## src/verilog/flow_core_pkg.sv

```systemverilog
// shared constants and types for the program-flow core
`default_nettype none
package flow_core_pkg;
    localparam int PC_W = 21;
    localparam int SP_W = 5;
    localparam int STACK_DEPTH = 31;
    localparam int OPC_W = 16;
    localparam logic [SP_W-1:0] SP_TOP = 5'h1F;
    localparam logic [SP_W-1:0] SP_EMPTY = 5'h00;
    localparam logic [SP_W-1:0] SP_ONE = 5'h01;
    localparam logic [PC_W-1:0] PC_STEP = 21'h000002;
    localparam logic [PC_W-1:0] PC_RESET = 21'h000000;
    localparam logic [OPC_W-1:0] OPC_IDLE = 16'h0000;
    // stack pointer/status register fields
    localparam int FULL_BIT = 7;
    localparam int UNDER_BIT = 6;
    // configuration register fields
    localparam int CFG_SERR_BIT = 0;
    localparam logic CFG_SERR_RESET = 1'b1;
    // register byte addresses on the bus
    localparam logic [7:0] ADDR_STKSTAT = 8'h00;
    localparam logic [7:0] ADDR_TOP_UPPER = 8'h04;
    localparam logic [7:0] ADDR_TOP_HIGH = 8'h08;
    localparam logic [7:0] ADDR_TOP_LOW = 8'h0C;
    localparam logic [7:0] ADDR_PC_LOW = 8'h10;
    localparam logic [7:0] ADDR_PC_HIGH_HOLD = 8'h14;
    localparam logic [7:0] ADDR_PC_UPPER_HOLD = 8'h18;
    localparam logic [7:0] ADDR_TBL_PTR = 8'h1C;
    localparam logic [7:0] ADDR_TBL_LATCH = 8'h20;
    localparam logic [7:0] ADDR_CONFIG = 8'h24;
    typedef enum logic [1:0] {
        PH_ONE = 2'b00,
        PH_TWO = 2'b01,
        PH_THREE = 2'b10,
        PH_FOUR = 2'b11
    } phase_e;
    typedef enum logic [3:0] {
        OP_NONE = 4'b0000,
        OP_CALL = 4'b0001,
        OP_CALL_FAST = 4'b0010,
        OP_RETURN = 4'b0011,
        OP_RETURN_FAST = 4'b0100,
        OP_RETURN_FROM_INTERRUPT = 4'b0101,
        OP_RETURN_FROM_INTERRUPT_FAST = 4'b0110,
        OP_VECTOR = 4'b0111,
        OP_PUSH = 4'b1000,
        OP_POP = 4'b1001,
        OP_JUMP = 4'b1010,
        OP_ADD_W_PCL = 4'b1011,
        OP_TABLE_READ = 4'b1100
    } flow_op_e;
endpackage : flow_core_pkg
`default_nettype wire

```

## src/verilog/stack_mem_if.sv

```systemverilog
// carrier between the core and its return-stack memory
`default_nettype none
interface stack_mem_if;
    import flow_core_pkg::*;
    logic wrEn;
    logic [SP_W-1:0] wrIdx;
    logic [PC_W-1:0] wrData;
    logic [SP_W-1:0] rdIdx;
    logic [PC_W-1:0] rdData;
    modport core (output wrEn, output wrIdx, output wrData, output rdIdx, input rdData);
    modport mem (input wrEn, input wrIdx, input wrData, input rdIdx, output rdData);
endinterface : stack_mem_if
`default_nettype wire

```

## src/verilog/return_stack_mem.sv

```systemverilog
// 31 x 21 return stack storage, index 0 has no storage
`default_nettype none
module return_stack_mem
    import flow_core_pkg::*;
(
    // clock
    input wire logic core_clk,
    // access port
    stack_mem_if.mem port
);
    logic [PC_W-1:0] cells [1:STACK_DEPTH];
    logic [PC_W-1:0] rdData_r;

    assign port.rdData = rdData_r;

    always_ff @(posedge core_clk) begin
        if (port.wrEn && port.wrIdx != SP_EMPTY) begin
            cells[port.wrIdx] <= port.wrData;
        end
        // index 0 reads as zero so an empty stack returns to the reset vector
        if (port.rdIdx == SP_EMPTY) begin
            rdData_r <= PC_RESET;
        end else if (port.wrEn && port.wrIdx == port.rdIdx) begin
            rdData_r <= port.wrData;
        end else begin
            rdData_r <= cells[port.rdIdx];
        end
    end
endmodule : return_stack_mem
`default_nettype wire

```

## src/verilog/flow_core.sv

```systemverilog
// return stack, shadow registers, pc, fetch pipeline and register slave
//
// Added by the designer: the Wishbone slave port and the register addresses.
`default_nettype none
module flow_core
    import flow_core_pkg::*;
(
    // clock and reset
    input wire logic core_clk,
    input wire logic rst_n,
    input wire logic sysRst_n,
    // wishbone register slave
    input wire logic cyc_i,
    input wire logic stb_i,
    input wire logic we_i,
    input wire logic [7:0] adr_i,
    input wire logic [3:0] sel_i,
    input wire logic [31:0] dat_i,
    output logic [31:0] dat_o,
    output logic ack_o,
    // program memory fetch and table read
    output logic [PC_W-1:0] progAddr,
    input wire logic [OPC_W-1:0] progData,
    output logic [PC_W-1:0] tableAddr,
    input wire logic [7:0] tableData,
    // decoded flow operation of the executing instruction
    input wire logic [3:0] flowOp,
    input wire logic [PC_W-1:0] flowTarget,
    // live core registers and shadow restore
    input wire logic [7:0] statusIn,
    input wire logic [7:0] workingIn,
    input wire logic [3:0] bankIn,
    output logic shadowRestore,
    output logic [7:0] shadowStatus,
    output logic [7:0] shadowWorking,
    output logic [3:0] shadowBank,
    // pipeline
    output logic [OPC_W-1:0] fetchedOpcode,
    output logic opcodeValid,
    output logic [3:0] phaseOneHot,
    output logic operandRead,
    output logic resultWrite,
    // stack error device reset request
    output logic stackErrReset
);
    stack_mem_if stk ();

    return_stack_mem u_mem (
        .core_clk(core_clk),
        .port(stk.mem)
    );

    phase_e phase_r, phase_nxt;
    logic [PC_W-1:0] pc_r, pc_nxt;
    logic [PC_W-1:0] fetchAddr_r, fetchAddr_nxt;
    logic [OPC_W-1:0] opcode_r, opcode_nxt;
    logic opValid_r, opValid_nxt;
    logic flush_r, flush_nxt;
    logic [3:0] phOh_r, phOh_nxt;
    logic opRd_r, opRd_nxt;
    logic resWr_r, resWr_nxt;
    logic [SP_W-1:0] sp_r, sp_nxt;
    logic full_r, full_nxt;
    logic under_r, under_nxt;
    logic serrEn_r, serrEn_nxt;
    logic errRst_r, errRst_nxt;
    logic [7:0] hiHold_r, hiHold_nxt;
    logic [4:0] upHold_r, upHold_nxt;
    logic [PC_W-1:0] table_byte_pointer_r, table_byte_pointer_nxt;
    logic [7:0] tblLatch_r, tblLatch_nxt;
    logic [7:0] shStat_r, shStat_nxt;
    logic [7:0] shWork_r, shWork_nxt;
    logic [3:0] shBank_r, shBank_nxt;
    logic restore_r, restore_nxt;
    logic ack_r, ack_nxt;
    logic [31:0] dat_r, dat_nxt;
    logic memWe;
    logic [SP_W-1:0] memIdx;
    logic [PC_W-1:0] memData;

    logic exec;
    logic wbWr;
    logic wbRd;
    logic doPush;
    logic doPop;
    logic pushFull;
    logic popEmpty;
    logic [7:0] pclSum;
    flow_op_e op;

    assign op = flow_op_e'(flowOp);
    assign exec = (phase_r == PH_FOUR);
    assign wbRd = cyc_i && stb_i && !we_i && !ack_r;
    assign wbWr = cyc_i && stb_i && we_i && ack_r;
    assign doPush = exec && (op == OP_CALL || op == OP_CALL_FAST || op == OP_VECTOR
                             || op == OP_PUSH);
    assign doPop = exec && (op == OP_RETURN || op == OP_RETURN_FAST || op == OP_RETURN_FROM_INTERRUPT
                            || op == OP_RETURN_FROM_INTERRUPT_FAST || op == OP_POP);
    assign pushFull = (sp_r == SP_TOP);
    assign popEmpty = (sp_r == SP_EMPTY);
    assign pclSum = fetchAddr_r[7:0] + workingIn;

    assign stk.wrEn = memWe;
    assign stk.wrIdx = memIdx;
    assign stk.wrData = memData;
    assign stk.rdIdx = sp_r;

    assign dat_o = dat_r;
    assign ack_o = ack_r;
    assign progAddr = fetchAddr_r;
    assign tableAddr = table_byte_pointer_r;
    assign shadowRestore = restore_r;
    assign shadowStatus = shStat_r;
    assign shadowWorking = shWork_r;
    assign shadowBank = shBank_r;
    assign fetchedOpcode = opcode_r;
    assign opcodeValid = opValid_r;
    assign phaseOneHot = phOh_r;
    assign operandRead = opRd_r;
    assign resultWrite = resWr_r;
    assign stackErrReset = errRst_r;

    // phase sequencer and fetch pipeline
    always_comb begin
        phase_nxt = phase_r;
        pc_nxt = pc_r;
        fetchAddr_nxt = fetchAddr_r;
        opcode_nxt = opcode_r;
        opValid_nxt = opValid_r;
        flush_nxt = flush_r;
        unique case (phase_r)
            PH_ONE: begin
                phase_nxt = PH_TWO;
                fetchAddr_nxt = pc_r;
                pc_nxt = pc_r + PC_STEP;
            end
            PH_TWO: begin
                phase_nxt = PH_THREE;
            end
            PH_THREE: begin
                phase_nxt = PH_FOUR;
            end
            PH_FOUR: begin
                phase_nxt = PH_ONE;
                // next word is latched while the current one finishes executing
                opcode_nxt = progData;
                opValid_nxt = 1'b1;
                flush_nxt = 1'b0;
            end
        endcase
        // a pc write during execute turns the word just fetched into an idle slot
        if (exec) begin
            unique case (op)
                OP_CALL, OP_CALL_FAST, OP_VECTOR, OP_JUMP: begin
                    pc_nxt = flowTarget;
                    flush_nxt = 1'b1;
                end
                OP_RETURN, OP_RETURN_FAST, OP_RETURN_FROM_INTERRUPT, OP_RETURN_FROM_INTERRUPT_FAST: begin
                    pc_nxt = stk.rdData;
                    flush_nxt = 1'b1;
                end
                OP_ADD_W_PCL: begin
                    pc_nxt = {upHold_r, hiHold_r, pclSum[7:1], 1'b0};
                    flush_nxt = 1'b1;
                end
                default: begin
                end
            endcase
            if (flush_nxt) begin
                opcode_nxt = OPC_IDLE;
                opValid_nxt = 1'b0;
                // flushed here already; a pending flush would also drop the target word
                flush_nxt = 1'b0;
            end
        end
        if (wbWr && adr_i == ADDR_PC_LOW && sel_i[0]) begin
            pc_nxt = {upHold_r, hiHold_r, dat_i[7:1], 1'b0};
            flush_nxt = 1'b1;
        end
        if (flush_r && phase_r == PH_FOUR) begin
            opcode_nxt = OPC_IDLE;
            opValid_nxt = 1'b0;
        end
        if (errRst_r || !sysRst_n) begin
            phase_nxt = PH_ONE;
            pc_nxt = PC_RESET;
            fetchAddr_nxt = PC_RESET;
            opcode_nxt = OPC_IDLE;
            opValid_nxt = 1'b0;
            flush_nxt = 1'b0;
        end
    end

    // phase strobes for the datapath
    always_comb begin
        phOh_nxt = 4'h0;
        phOh_nxt[phase_nxt] = 1'b1;
        opRd_nxt = (phase_nxt == PH_TWO);
        resWr_nxt = (phase_nxt == PH_FOUR);
    end

    // return stack, flags and error reset
    always_comb begin
        sp_nxt = sp_r;
        full_nxt = full_r;
        under_nxt = under_r;
        errRst_nxt = 1'b0;
        memWe = 1'b0;
        memIdx = sp_r;
        memData = fetchAddr_r;
        if (wbWr && adr_i == ADDR_STKSTAT && sel_i[0]) begin
            sp_nxt = dat_i[SP_W-1:0];
            // flags only clear by software; writing one leaves them
            full_nxt = full_r & dat_i[FULL_BIT];
            under_nxt = under_r & dat_i[UNDER_BIT];
        end
        if (wbWr && sel_i[0] && sp_r != SP_EMPTY
            && (adr_i == ADDR_TOP_UPPER || adr_i == ADDR_TOP_HIGH
                || adr_i == ADDR_TOP_LOW)) begin
            memWe = 1'b1;
            memData = stk.rdData;
            if (adr_i == ADDR_TOP_UPPER) begin
                memData[20:16] = dat_i[4:0];
            end else if (adr_i == ADDR_TOP_HIGH) begin
                memData[15:8] = dat_i[7:0];
            end else begin
                memData[7:0] = dat_i[7:0];
            end
        end
        if (doPush) begin
            if (pushFull) begin
                full_nxt = 1'b1;
                errRst_nxt = serrEn_r;
            end else begin
                sp_nxt = sp_r + SP_ONE;
                memWe = 1'b1;
                memIdx = sp_r + SP_ONE;
                memData = fetchAddr_r;
                if (sp_r + SP_ONE == SP_TOP) begin
                    full_nxt = 1'b1;
                    errRst_nxt = serrEn_r;
                end
            end
        end
        if (doPop) begin
            if (popEmpty) begin
                under_nxt = 1'b1;
                errRst_nxt = serrEn_r;
            end else begin
                sp_nxt = sp_r - SP_ONE;
            end
        end
        // the flags survive the stack-error and system resets
        if (errRst_r || !sysRst_n) begin
            sp_nxt = SP_EMPTY;
            errRst_nxt = 1'b0;
        end
    end

    // holding registers, table read, shadow registers, configuration
    always_comb begin
        hiHold_nxt = hiHold_r;
        upHold_nxt = upHold_r;
        table_byte_pointer_nxt = table_byte_pointer_r;
        tblLatch_nxt = tblLatch_r;
        shStat_nxt = shStat_r;
        shWork_nxt = shWork_r;
        shBank_nxt = shBank_r;
        restore_nxt = 1'b0;
        serrEn_nxt = serrEn_r;
        if (wbRd && adr_i == ADDR_PC_LOW) begin
            hiHold_nxt = fetchAddr_r[15:8];
            upHold_nxt = fetchAddr_r[20:16];
        end
        if (wbWr && adr_i == ADDR_PC_HIGH_HOLD && sel_i[0]) begin
            hiHold_nxt = dat_i[7:0];
        end
        if (wbWr && adr_i == ADDR_PC_UPPER_HOLD && sel_i[0]) begin
            upHold_nxt = dat_i[4:0];
        end
        if (wbWr && adr_i == ADDR_TBL_PTR) begin
            if (sel_i[0]) table_byte_pointer_nxt[7:0] = dat_i[7:0];
            if (sel_i[1]) table_byte_pointer_nxt[15:8] = dat_i[15:8];
            if (sel_i[2]) table_byte_pointer_nxt[20:16] = dat_i[20:16];
        end
        if (wbWr && adr_i == ADDR_CONFIG && sel_i[0]) begin
            serrEn_nxt = dat_i[CFG_SERR_BIT];
        end
        if (exec && op == OP_TABLE_READ) begin
            tblLatch_nxt = tableData;
        end
        // any later vector simply overwrites the single level
        if (exec && (op == OP_VECTOR || op == OP_CALL_FAST)) begin
            shStat_nxt = statusIn;
            shWork_nxt = workingIn;
            shBank_nxt = bankIn;
        end
        if (exec && (op == OP_RETURN_FROM_INTERRUPT_FAST || op == OP_RETURN_FAST)) begin
            restore_nxt = 1'b1;
        end
    end

    // bus slave: ack one cycle after the request, then drop
    always_comb begin
        ack_nxt = cyc_i && stb_i && !ack_r;
        dat_nxt = dat_r;
        if (wbRd) begin
            dat_nxt = 32'h0000_0000;
            unique case (adr_i)
                ADDR_STKSTAT: begin
                    dat_nxt[FULL_BIT] = full_r;
                    dat_nxt[UNDER_BIT] = under_r;
                    dat_nxt[SP_W-1:0] = sp_r;
                end
                ADDR_TOP_UPPER: dat_nxt[4:0] = stk.rdData[20:16];
                ADDR_TOP_HIGH: dat_nxt[7:0] = stk.rdData[15:8];
                ADDR_TOP_LOW: dat_nxt[7:0] = stk.rdData[7:0];
                ADDR_PC_LOW: dat_nxt[7:0] = fetchAddr_r[7:0];
                ADDR_PC_HIGH_HOLD: dat_nxt[7:0] = hiHold_r;
                ADDR_PC_UPPER_HOLD: dat_nxt[4:0] = upHold_r;
                ADDR_TBL_PTR: dat_nxt[PC_W-1:0] = table_byte_pointer_r;
                ADDR_TBL_LATCH: dat_nxt[7:0] = tblLatch_r;
                ADDR_CONFIG: dat_nxt[CFG_SERR_BIT] = serrEn_r;
                default: dat_nxt = 32'h0000_0000;
            endcase
        end
    end

    always_ff @(posedge core_clk) begin
        if (!rst_n) begin
            phase_r <= PH_ONE;
            pc_r <= PC_RESET;
            fetchAddr_r <= PC_RESET;
            opcode_r <= OPC_IDLE;
            opValid_r <= 1'b0;
            flush_r <= 1'b0;
            phOh_r <= 4'h1;
            opRd_r <= 1'b0;
            resWr_r <= 1'b0;
            sp_r <= SP_EMPTY;
            full_r <= 1'b0;
            under_r <= 1'b0;
            serrEn_r <= CFG_SERR_RESET;
            errRst_r <= 1'b0;
            hiHold_r <= 8'h00;
            upHold_r <= 5'h00;
            table_byte_pointer_r <= PC_RESET;
            tblLatch_r <= 8'h00;
            shStat_r <= 8'h00;
            shWork_r <= 8'h00;
            shBank_r <= 4'h0;
            restore_r <= 1'b0;
            ack_r <= 1'b0;
            dat_r <= 32'h0000_0000;
        end else begin
            phase_r <= phase_nxt;
            pc_r <= pc_nxt;
            fetchAddr_r <= fetchAddr_nxt;
            opcode_r <= opcode_nxt;
            opValid_r <= opValid_nxt;
            flush_r <= flush_nxt;
            phOh_r <= phOh_nxt;
            opRd_r <= opRd_nxt;
            resWr_r <= resWr_nxt;
            sp_r <= sp_nxt;
            full_r <= full_nxt;
            under_r <= under_nxt;
            serrEn_r <= serrEn_nxt;
            errRst_r <= errRst_nxt;
            hiHold_r <= hiHold_nxt;
            upHold_r <= upHold_nxt;
            table_byte_pointer_r <= table_byte_pointer_nxt;
            tblLatch_r <= tblLatch_nxt;
            shStat_r <= shStat_nxt;
            shWork_r <= shWork_nxt;
            shBank_r <= shBank_nxt;
            restore_r <= restore_nxt;
            ack_r <= ack_nxt;
            dat_r <= dat_nxt;
        end
    end
endmodule : flow_core
`default_nettype wire

```

## config.mk

```make
export PLATFORM = sky130hd
export DESIGN_NAME = flow_core
export DESIGN_NICKNAME = d
export VERILOG_FILES = /design/src/verilog/flow_core_pkg.sv /design/src/verilog/stack_mem_if.sv /design/src/verilog/return_stack_mem.sv /design/src/verilog/flow_core.sv
export SDC_FILE = /design/constraint.sdc
export NUM_CORES = 1
export LEC_CHECK = 0
export BUFFER_PORTS_ARGS = -buffer_cell sky130_fd_sc_hd__buf_4
export CORE_AREA = 2 2 177 310
export DETAILED_ROUTE_END_ITERATION = 12
export DIE_AREA = 0 0 179 312
export PLACE_DENSITY = 0.91
export SLEW_MARGIN = 20
export SYNTH_ARGS = -nofsm -noshare
export SYNTH_HDL_FRONTEND = slang
export SYNTH_SLANG_ARGS = --single-unit
```

## constraint.sdc

```tcl
create_clock -name core_clk -period 7.5 [get_ports core_clk]
set_input_delay 1.5 -clock core_clk [delete_from_list [all_inputs] [get_ports core_clk]]
set_output_delay 1.5 -clock core_clk [all_outputs]
set_load 0.02 [all_outputs]
```

### Word level (Yosys, flattened, before mapping)

Memory sizes are Yosys's and may differ from the RTL's. A register that Yosys moved wholly into a read port is not among the register bits.
Index checks and enable logic that the tools add are counted.

* $add $sub $neg: 4
* $lt $le $gt $ge: 2
* equality and inequality tests: 28
* muxes and demuxes: 60
* bitwise gates (word level): 3
* reductions and logical operators: 60

Operator list (count)
* 2-to-1 mux 21 bit: 6
* 2-to-1 mux 16 bit: 4
* case mux 21 bit (3 select lines): 1
* 2-to-1 mux 5 bit: 10
* case mux 4 bit (9 select lines): 1
* == test 8 x 5 -> 1 bit, second input constant: 4
* 2-to-1 mux 8 bit: 4
* logical AND 1 bit: 29
* 2-to-1 mux 1 bit: 27
* adder 21 x 2 -> 21 bit, second input constant: 1
* == test 4 bit, second input constant: 5
* == test 4 x 3 -> 1 bit, second input constant: 4
* == test 8 x 4 -> 1 bit, second input constant: 2
* == test 8 x 6 -> 1 bit, second input constant: 2
* case mux 2 bit (7 select lines): 1
* 2-to-1 mux 13 bit: 1
* logical OR 1 bit: 12
* == test 5 bit, second input constant: 2
* case mux 1 bit (10 select lines): 1
* nonzero test 5 bit: 2
* OR reduction 9 bit: 1
* adder 8 bit: 1
* == test 4 x 2 -> 1 bit, second input constant: 2
* == test 8 x 3 -> 1 bit, second input constant: 1
* other kinds (22): 33

* register bits: 162
* bits in writable memories: 651
* input bits: 119
* output and inout port bits: 120
* logic and storage cells: 185
* memories: 1

Memories
* u_mem.cells: depth 31, width 21, read ports 1, clocked after memory_dff 1, write ports 1, RTL line return_stack_mem.sv:11 `logic [PC_W-1:0] cells [1:STACK_DEPTH];`

### Longest topological paths before layout

* word-level depth: 12
* depth in mapped cells: 13
* gate-level depth less buffers: 10

### Modules after synthesis

A second synthesis with hierarchy kept.

* cells, all modules: 2309
* area, all modules: 34867.2 um^2

By module, submodules not included
* return_stack_mem: instances 1, cells each 1258, area each 25902.3 um^2, seq. area each 19969.2 um^2
* flow_core: instances 1, cells each 1051, area each 8964.8 um^2, seq. area each 3203.1 um^2

### Worst setup path before layout

No wires, ideal clock.

* path kind: in2reg
* start point: in adr_i[5]
* end point: mem u_mem.cells[11][0], enable pin
* library setup time: 0.399 ns
* arrival time: 4.096 ns
* data required time: 7.101 ns
* setup slack: 3.005 ns
* stages: 8
* cell sequence: buf_2 -> or4_4 -> nor3_4 -> nand3_2 -> buf_2 -> inv_1 -> a31oi_1 -> nor2_1

* cells in the longest elaborated chain, start to end: 10
* elaborated cells between the ends (all ways): 12
* those cells by class: eq/ne: 3; mux: 5; reduce/logical: 4

RTL lines
* from (decl): RTL line flow_core.sv:16 `input wire logic [7:0] adr_i,`
* == test 8 x 3 -> 1 bit or == test 8 x 4 -> 1 bit (tied branches): RTL line flow_core.sv:218 `&& (adr_i == ADDR_TOP_UPPER || adr_i == ADDR_TOP_HIGH`
* logical OR 1 bit: RTL line flow_core.sv:218
* logical OR 1 bit (*): RTL line flow_core.sv:219 `|| adr_i == ADDR_TOP_LOW)) begin`
* logical AND 1 bit (*): RTL line flow_core.sv:218
* 2-to-1 mux 1 bit (*): RTL line flow_core.sv:217 `if (wbWr && sel_i[0] && sp_r != SP_EMPTY`
* 2-to-1 mux 1 bit: RTL line flow_core.sv:231 `if (pushFull) begin`
* 2-to-1 mux 1 bit (*): RTL line flow_core.sv:230 `if (doPush) begin`
* logical AND 1 bit (*): RTL line return_stack_mem.sv:17 `if (port.wrEn && port.wrIdx != SP_EMPTY) begin`
* 2-to-1 mux 1 bit (*): RTL line return_stack_mem.sv:17
* 2-to-1 mux 1 bit (implied by the code) (*): RTL line return_stack_mem.sv:18 `cells[port.wrIdx] <= port.wrData;`
* to (decl): RTL line return_stack_mem.sv:11

Mark *: on every way between the ends. The rest lies on a longest branch, timed or not.

### Worst setup path after layout

* start point: reg sp_r[0]
* end point: mem u_mem.cells[15][0], enable pin

* cells in the longest elaborated chain, start to end: 9
* elaborated cells between the ends (all ways): 14
* those cells by class: add/sub: 1; eq/ne: 1; mux: 7; reduce/logical: 5

RTL lines
* from (decl): RTL line flow_core.sv:62 `logic [SP_W-1:0] sp_r, sp_nxt;`
* from (signal assigned): RTL line flow_core.sv:365 `sp_r <= sp_nxt;`
* parallel branches: the longest is 9 deep, another holds adder 5 x 1 -> 5 bit

Several ways; the timed one is not identified.

==> run_results.csv <==
group,metric,value,unit
clock_tree,clock_latency,0.62,ns
finish,drive_gt1_share,24.52,%
routing,ant_nets,0,
placed_design,dp.cells,2988,
clock_tree,ctsHoldBuffers,0,
clock_tree,tritoncts,"yes",
die,die_h,312,um
synth,synth_top_family_by_area,"multiplexers",
synth,async_flop_share,0,%
run_status,outcome,"completed",
pwr,p_seq_share,54.6,%
routing,dr.max_layer_used,"met4",
clock_tree,cts_setup_buffers,0,
synth,ys_ff_latch,832,
setup_path,start_kind,"flop",
setup_path,cpLargestDelayFamily,"simple AND/OR/NAND/NOR gates",
pwr,vdd_drop_max,0.2330,mV
synth,synth_edf_count,651,
setup_path,slowest_delay,0.92,ns
pwr,leakagePower,12.60,nW
setup_path,cp.buffers_inverters,3,
routing,vias,21590,
synth,syn_area_per_cell,15.68,um^2
setup_path,cp_max_fo,44,
sta,worstMarginPinSlew,1.195,ns
setup_path,arrival,4.99,ns
global_route,grt_overflow,0,
finish,fillers,3046,
routing,met2_wirelength,48730,um
routing,drc,0,
clock_tree,cts_buffers,71,
routing,wl_met3,9374,um
routing,drt_iter0_drc,2903,
pwr,clkPwrFrac,43.3,%
sta,finalCritPeriodShare,63.39,%
finish,area_growth_syn_to_layout,14.03,%
sta,finalSetupViolations,0,
sta,fin_crit,4.754,ns
global_route,grt_pass1_vias,21160,
hold_path,min_path_type,"flop to flop",
sta,maxSlewViolCount,0,
die,dieArea,55850,um^2
die,ios,239,
routing,viasPerCell,6.922,
synth,ys_warn_count,0,
routing,m1WireLength,32030,um
pwr,p_int,7.201,mW
setup_path,crit_top_cell,"inv_1",
global_route,gr-usage-all-layers,36.14,%
synth,synthesis.instances,2191,
placed_design,port_buffers,215,
synth,synthDistinctLibCells,73,
global_route,grt_max_degree,90,
clock_tree,cts-resized-gates,0,
pwr,power_switching,1.785,mW
global_route,grt_pass1_wl,142900,um
sta,setup-tns-final,0,ns
clock_tree,htreeDepth,3,
placed_design,dp_hpwl,62500,um
sta,hold_violations,0,
setup_path,cp_data_required_time,7.74,ns
finish,instances_no_fill,3119,
routing,detail_route.wirelength,99850,um
clock_tree,clockBufferDepth,3,
pwr,switching_share,19.86,%
job,drv_cap,0,
clock_tree,cts_root_buffer,"clkbuf_16",
sta,holdWs,0.4702,ns
placed_design,finalWeightedCongestion,1.118,
synth,ys.flop_type,"edfxtp_1",
pwr,comb_power_share,2.0,%
die,die_w,179,um
synth,synth_compound_area_share,6.798,%
routing,dr.pass1.iters,6,
sta,finalClockSkew,0.02234,ns
setup_path,path_class,"flop to flop",
setup_path,timing.critical_path.to_type,"flop",
setup_path,path_cells,"ha_1 -> nand3_1 -> inv_1 -> ha_1 -> inv_1 -> o211ai_2 -> nand3_2 -> inv_1 -> a31oi_4 -> nor2_4",
die,placeableCoreArea,53110,um^2
clock_tree,clk_pin_slew,0.06,ns
setup_path,slowest_stage,"dfxtp_4",
pwr,p_per_area,229.5,nW/um^2
die,num_rows,112,
synth,ys_seq_area_share,67.47,%
synth,synth_adder_area_share,0.6412,%
global_route,antenna_found_initial,3,
routing,post_drt_wl_per_cell,32.01,um
sta,rsz0062_at_grt,"no",
synth,synthSimpleGateAreaFrac,5.949,%
clock_tree,cts_num_sinks,832,
synth,syn-cell-area,34340,um^2
synth,synth_xor_area_share,0.7906,%
synth,muxShareOfSynthArea,16.32,%
die,initial_core_util,64.67,%
sta,maxSlewHeadroom,20.34,%
finish,fin_nets,2513,
sta,max_freq,210.3,MHz
-- synth_stat cells (6+ instances only) --
cell type    n  area, um^2
inv_1       18       67.56
buf_2       28       140.1
a21o_1      10       75.07
a22oi_1     51       382.9
edfxtp_1   651       19550
mux2_2      51       574.3
a21boi_0    28       210.2
ha_1        16       200.2
nand3_1     42       210.2
mux2i_1    190        1902
o221ai_1    14       122.6
clkbuf_1    81       304.0
a21oi_1     79       395.4
and3_1      14       87.58
a221o_1      6       60.06
xnor2_1     15       131.4
xor2_1      16       140.1
buf_1       11       41.29
nand2_1    130       488.0
a211oi_1    11       82.58
mux4_2     139        3131
buf_4       18       135.1
nor3_1      18       90.09
dfxtp_1    181        3623
a221oi_1    37       324.1
nor2_1     126       473.0
o21ai_0     65       325.3
nor2b_1     60       375.4
-- worst reg2reg max path, stage by stage (launching register included) --
cell and delay, ns:
dfxtp_4 0.92, ha_1 0.42, nand3_1 0.16, inv_1 0.12, ha_1 0.21, inv_1 0.15
o211ai_2 0.24, nand3_2 0.65, inv_1 0.39, a31oi_4 0.33, nor2_4 0.77
-- power groups by stage --
stage / logic, mW / registers (mW) / clock network, mW
detailed placement: 0.178 / 5.01 / 0
global placement: 0.175 / 5.01 / 0
CTS: 0.179 / 4.91 / 3.91
finish: 0.182 / 4.91 / 3.89
global route: 0.193 / 4.91 / 4.07
floorplan: 0.0892 / 5.02 / 0
-- cell usage in the layout, fill, tap and decap left out, types with 5 or more instances in the layout --
master,instances
nor3_1,16
nand2b_1,5
inv_1,18
and3_1,14
a221oi_1,37
o221ai_1,14
ha_1,16
dfxtp_1,178
a21boi_0,28
mux4_2,139
nand4_1,5
clkbuf_1,6
a21o_1,10
o32ai_1,5
a221o_1,6
clkinv_2,9
conb_1,11
clkinv_1,15
nand3_1,42
mux2_2,51
nor2_2,9
o21ai_0,65
a211oi_1,11
a22o_1,5
edfxtp_1,651
nand2_1,129
xnor2_1,15
mux2i_1,190
buf_4,239
a22oi_1,51
xor2_1,16
nor2b_1,60
and2_1,5
clkbuf_16,76
bufinv_16,10
nor2_1,95
a21oi_1,79
nor2_4,23
-- state kept, by name (all words and copies together), names as in the netlist, 2 cells and up, named ones only --
| register | flops |
|---|---|
| dat_o | 21 |
| fetchedOpcode | 16 |
| hiHold_r | 8 |
| pc_r | 20 |
| phaseOneHot | 4 |
| phase_r | 2 |
| progAddr | 21 |
| shadowBank | 4 |
| shadowStatus | 8 |
| shadowWorking | 8 |
| sp_r | 5 |
| tableAddr | 21 |
| tblLatch_r | 8 |
| u_mem.cells | 651 |
| u_mem.port.rdData | 21 |
| upHold_r | 5 |
-- cells by family after synthesis --
family | Yosys count
xor+xnor | 31
buf+inv | 157
mux | 380
flops | 832
compound gates | 342
other cells | 1
fa+ha+maj | 17
simple gates | 431
-- worst paths after layout --
check                           depth (start not counted)            endpoint  slack (ns)      from
worst max-delay path                                   10  u_mem.cells[15][0]        2.75   sp_r[0]
worst min-delay path                                    2            dat_o[8]        0.47  dat_o[8]
worst max register to register                         10  u_mem.cells[15][0]        2.75   sp_r[0]
worst min register to register                          2            dat_o[8]        0.47  dat_o[8]
-- layout make-up --
type	instances	area, um^2	share of cell area (%)
clock inverter	41	481.7	1.230
clock buffer	86	1962	5.010
tap	684	855.8	2.185
antenna	4	10.01	0.02556
sequential	832	23180	59.20
timing repair buffer	241	1826	4.661
inverter	19	71.32	0.1821
multi-input combinational	1212	10770	27.51
-- layer usage --
layer / vias to the layer above / track usage, %
met5: - / 0
met4: 0 / 29.21
met3: 394 / 7.664
met2: 1575 / 58.23
met1: 10700 / 41.38
li1: 8917 / -
-- metrics by stage --
stage,util [%],worst slack [ns],instance area [um^2],total power [mW]
2_1_floorplan,-,3.005,34380,5.105
3_3_place_gp,68.83,2.219,36560,5.187
3_5_place_dp,68.87,2.132,36580,5.191
4_1_cts,73.47,2.448,39020,9.004
5_1_grt,73.72,2.473,39150,9.176
6_report,73.74,2.746,39160,8.986
Note: power is estimated with default switching activity, not from simulation.
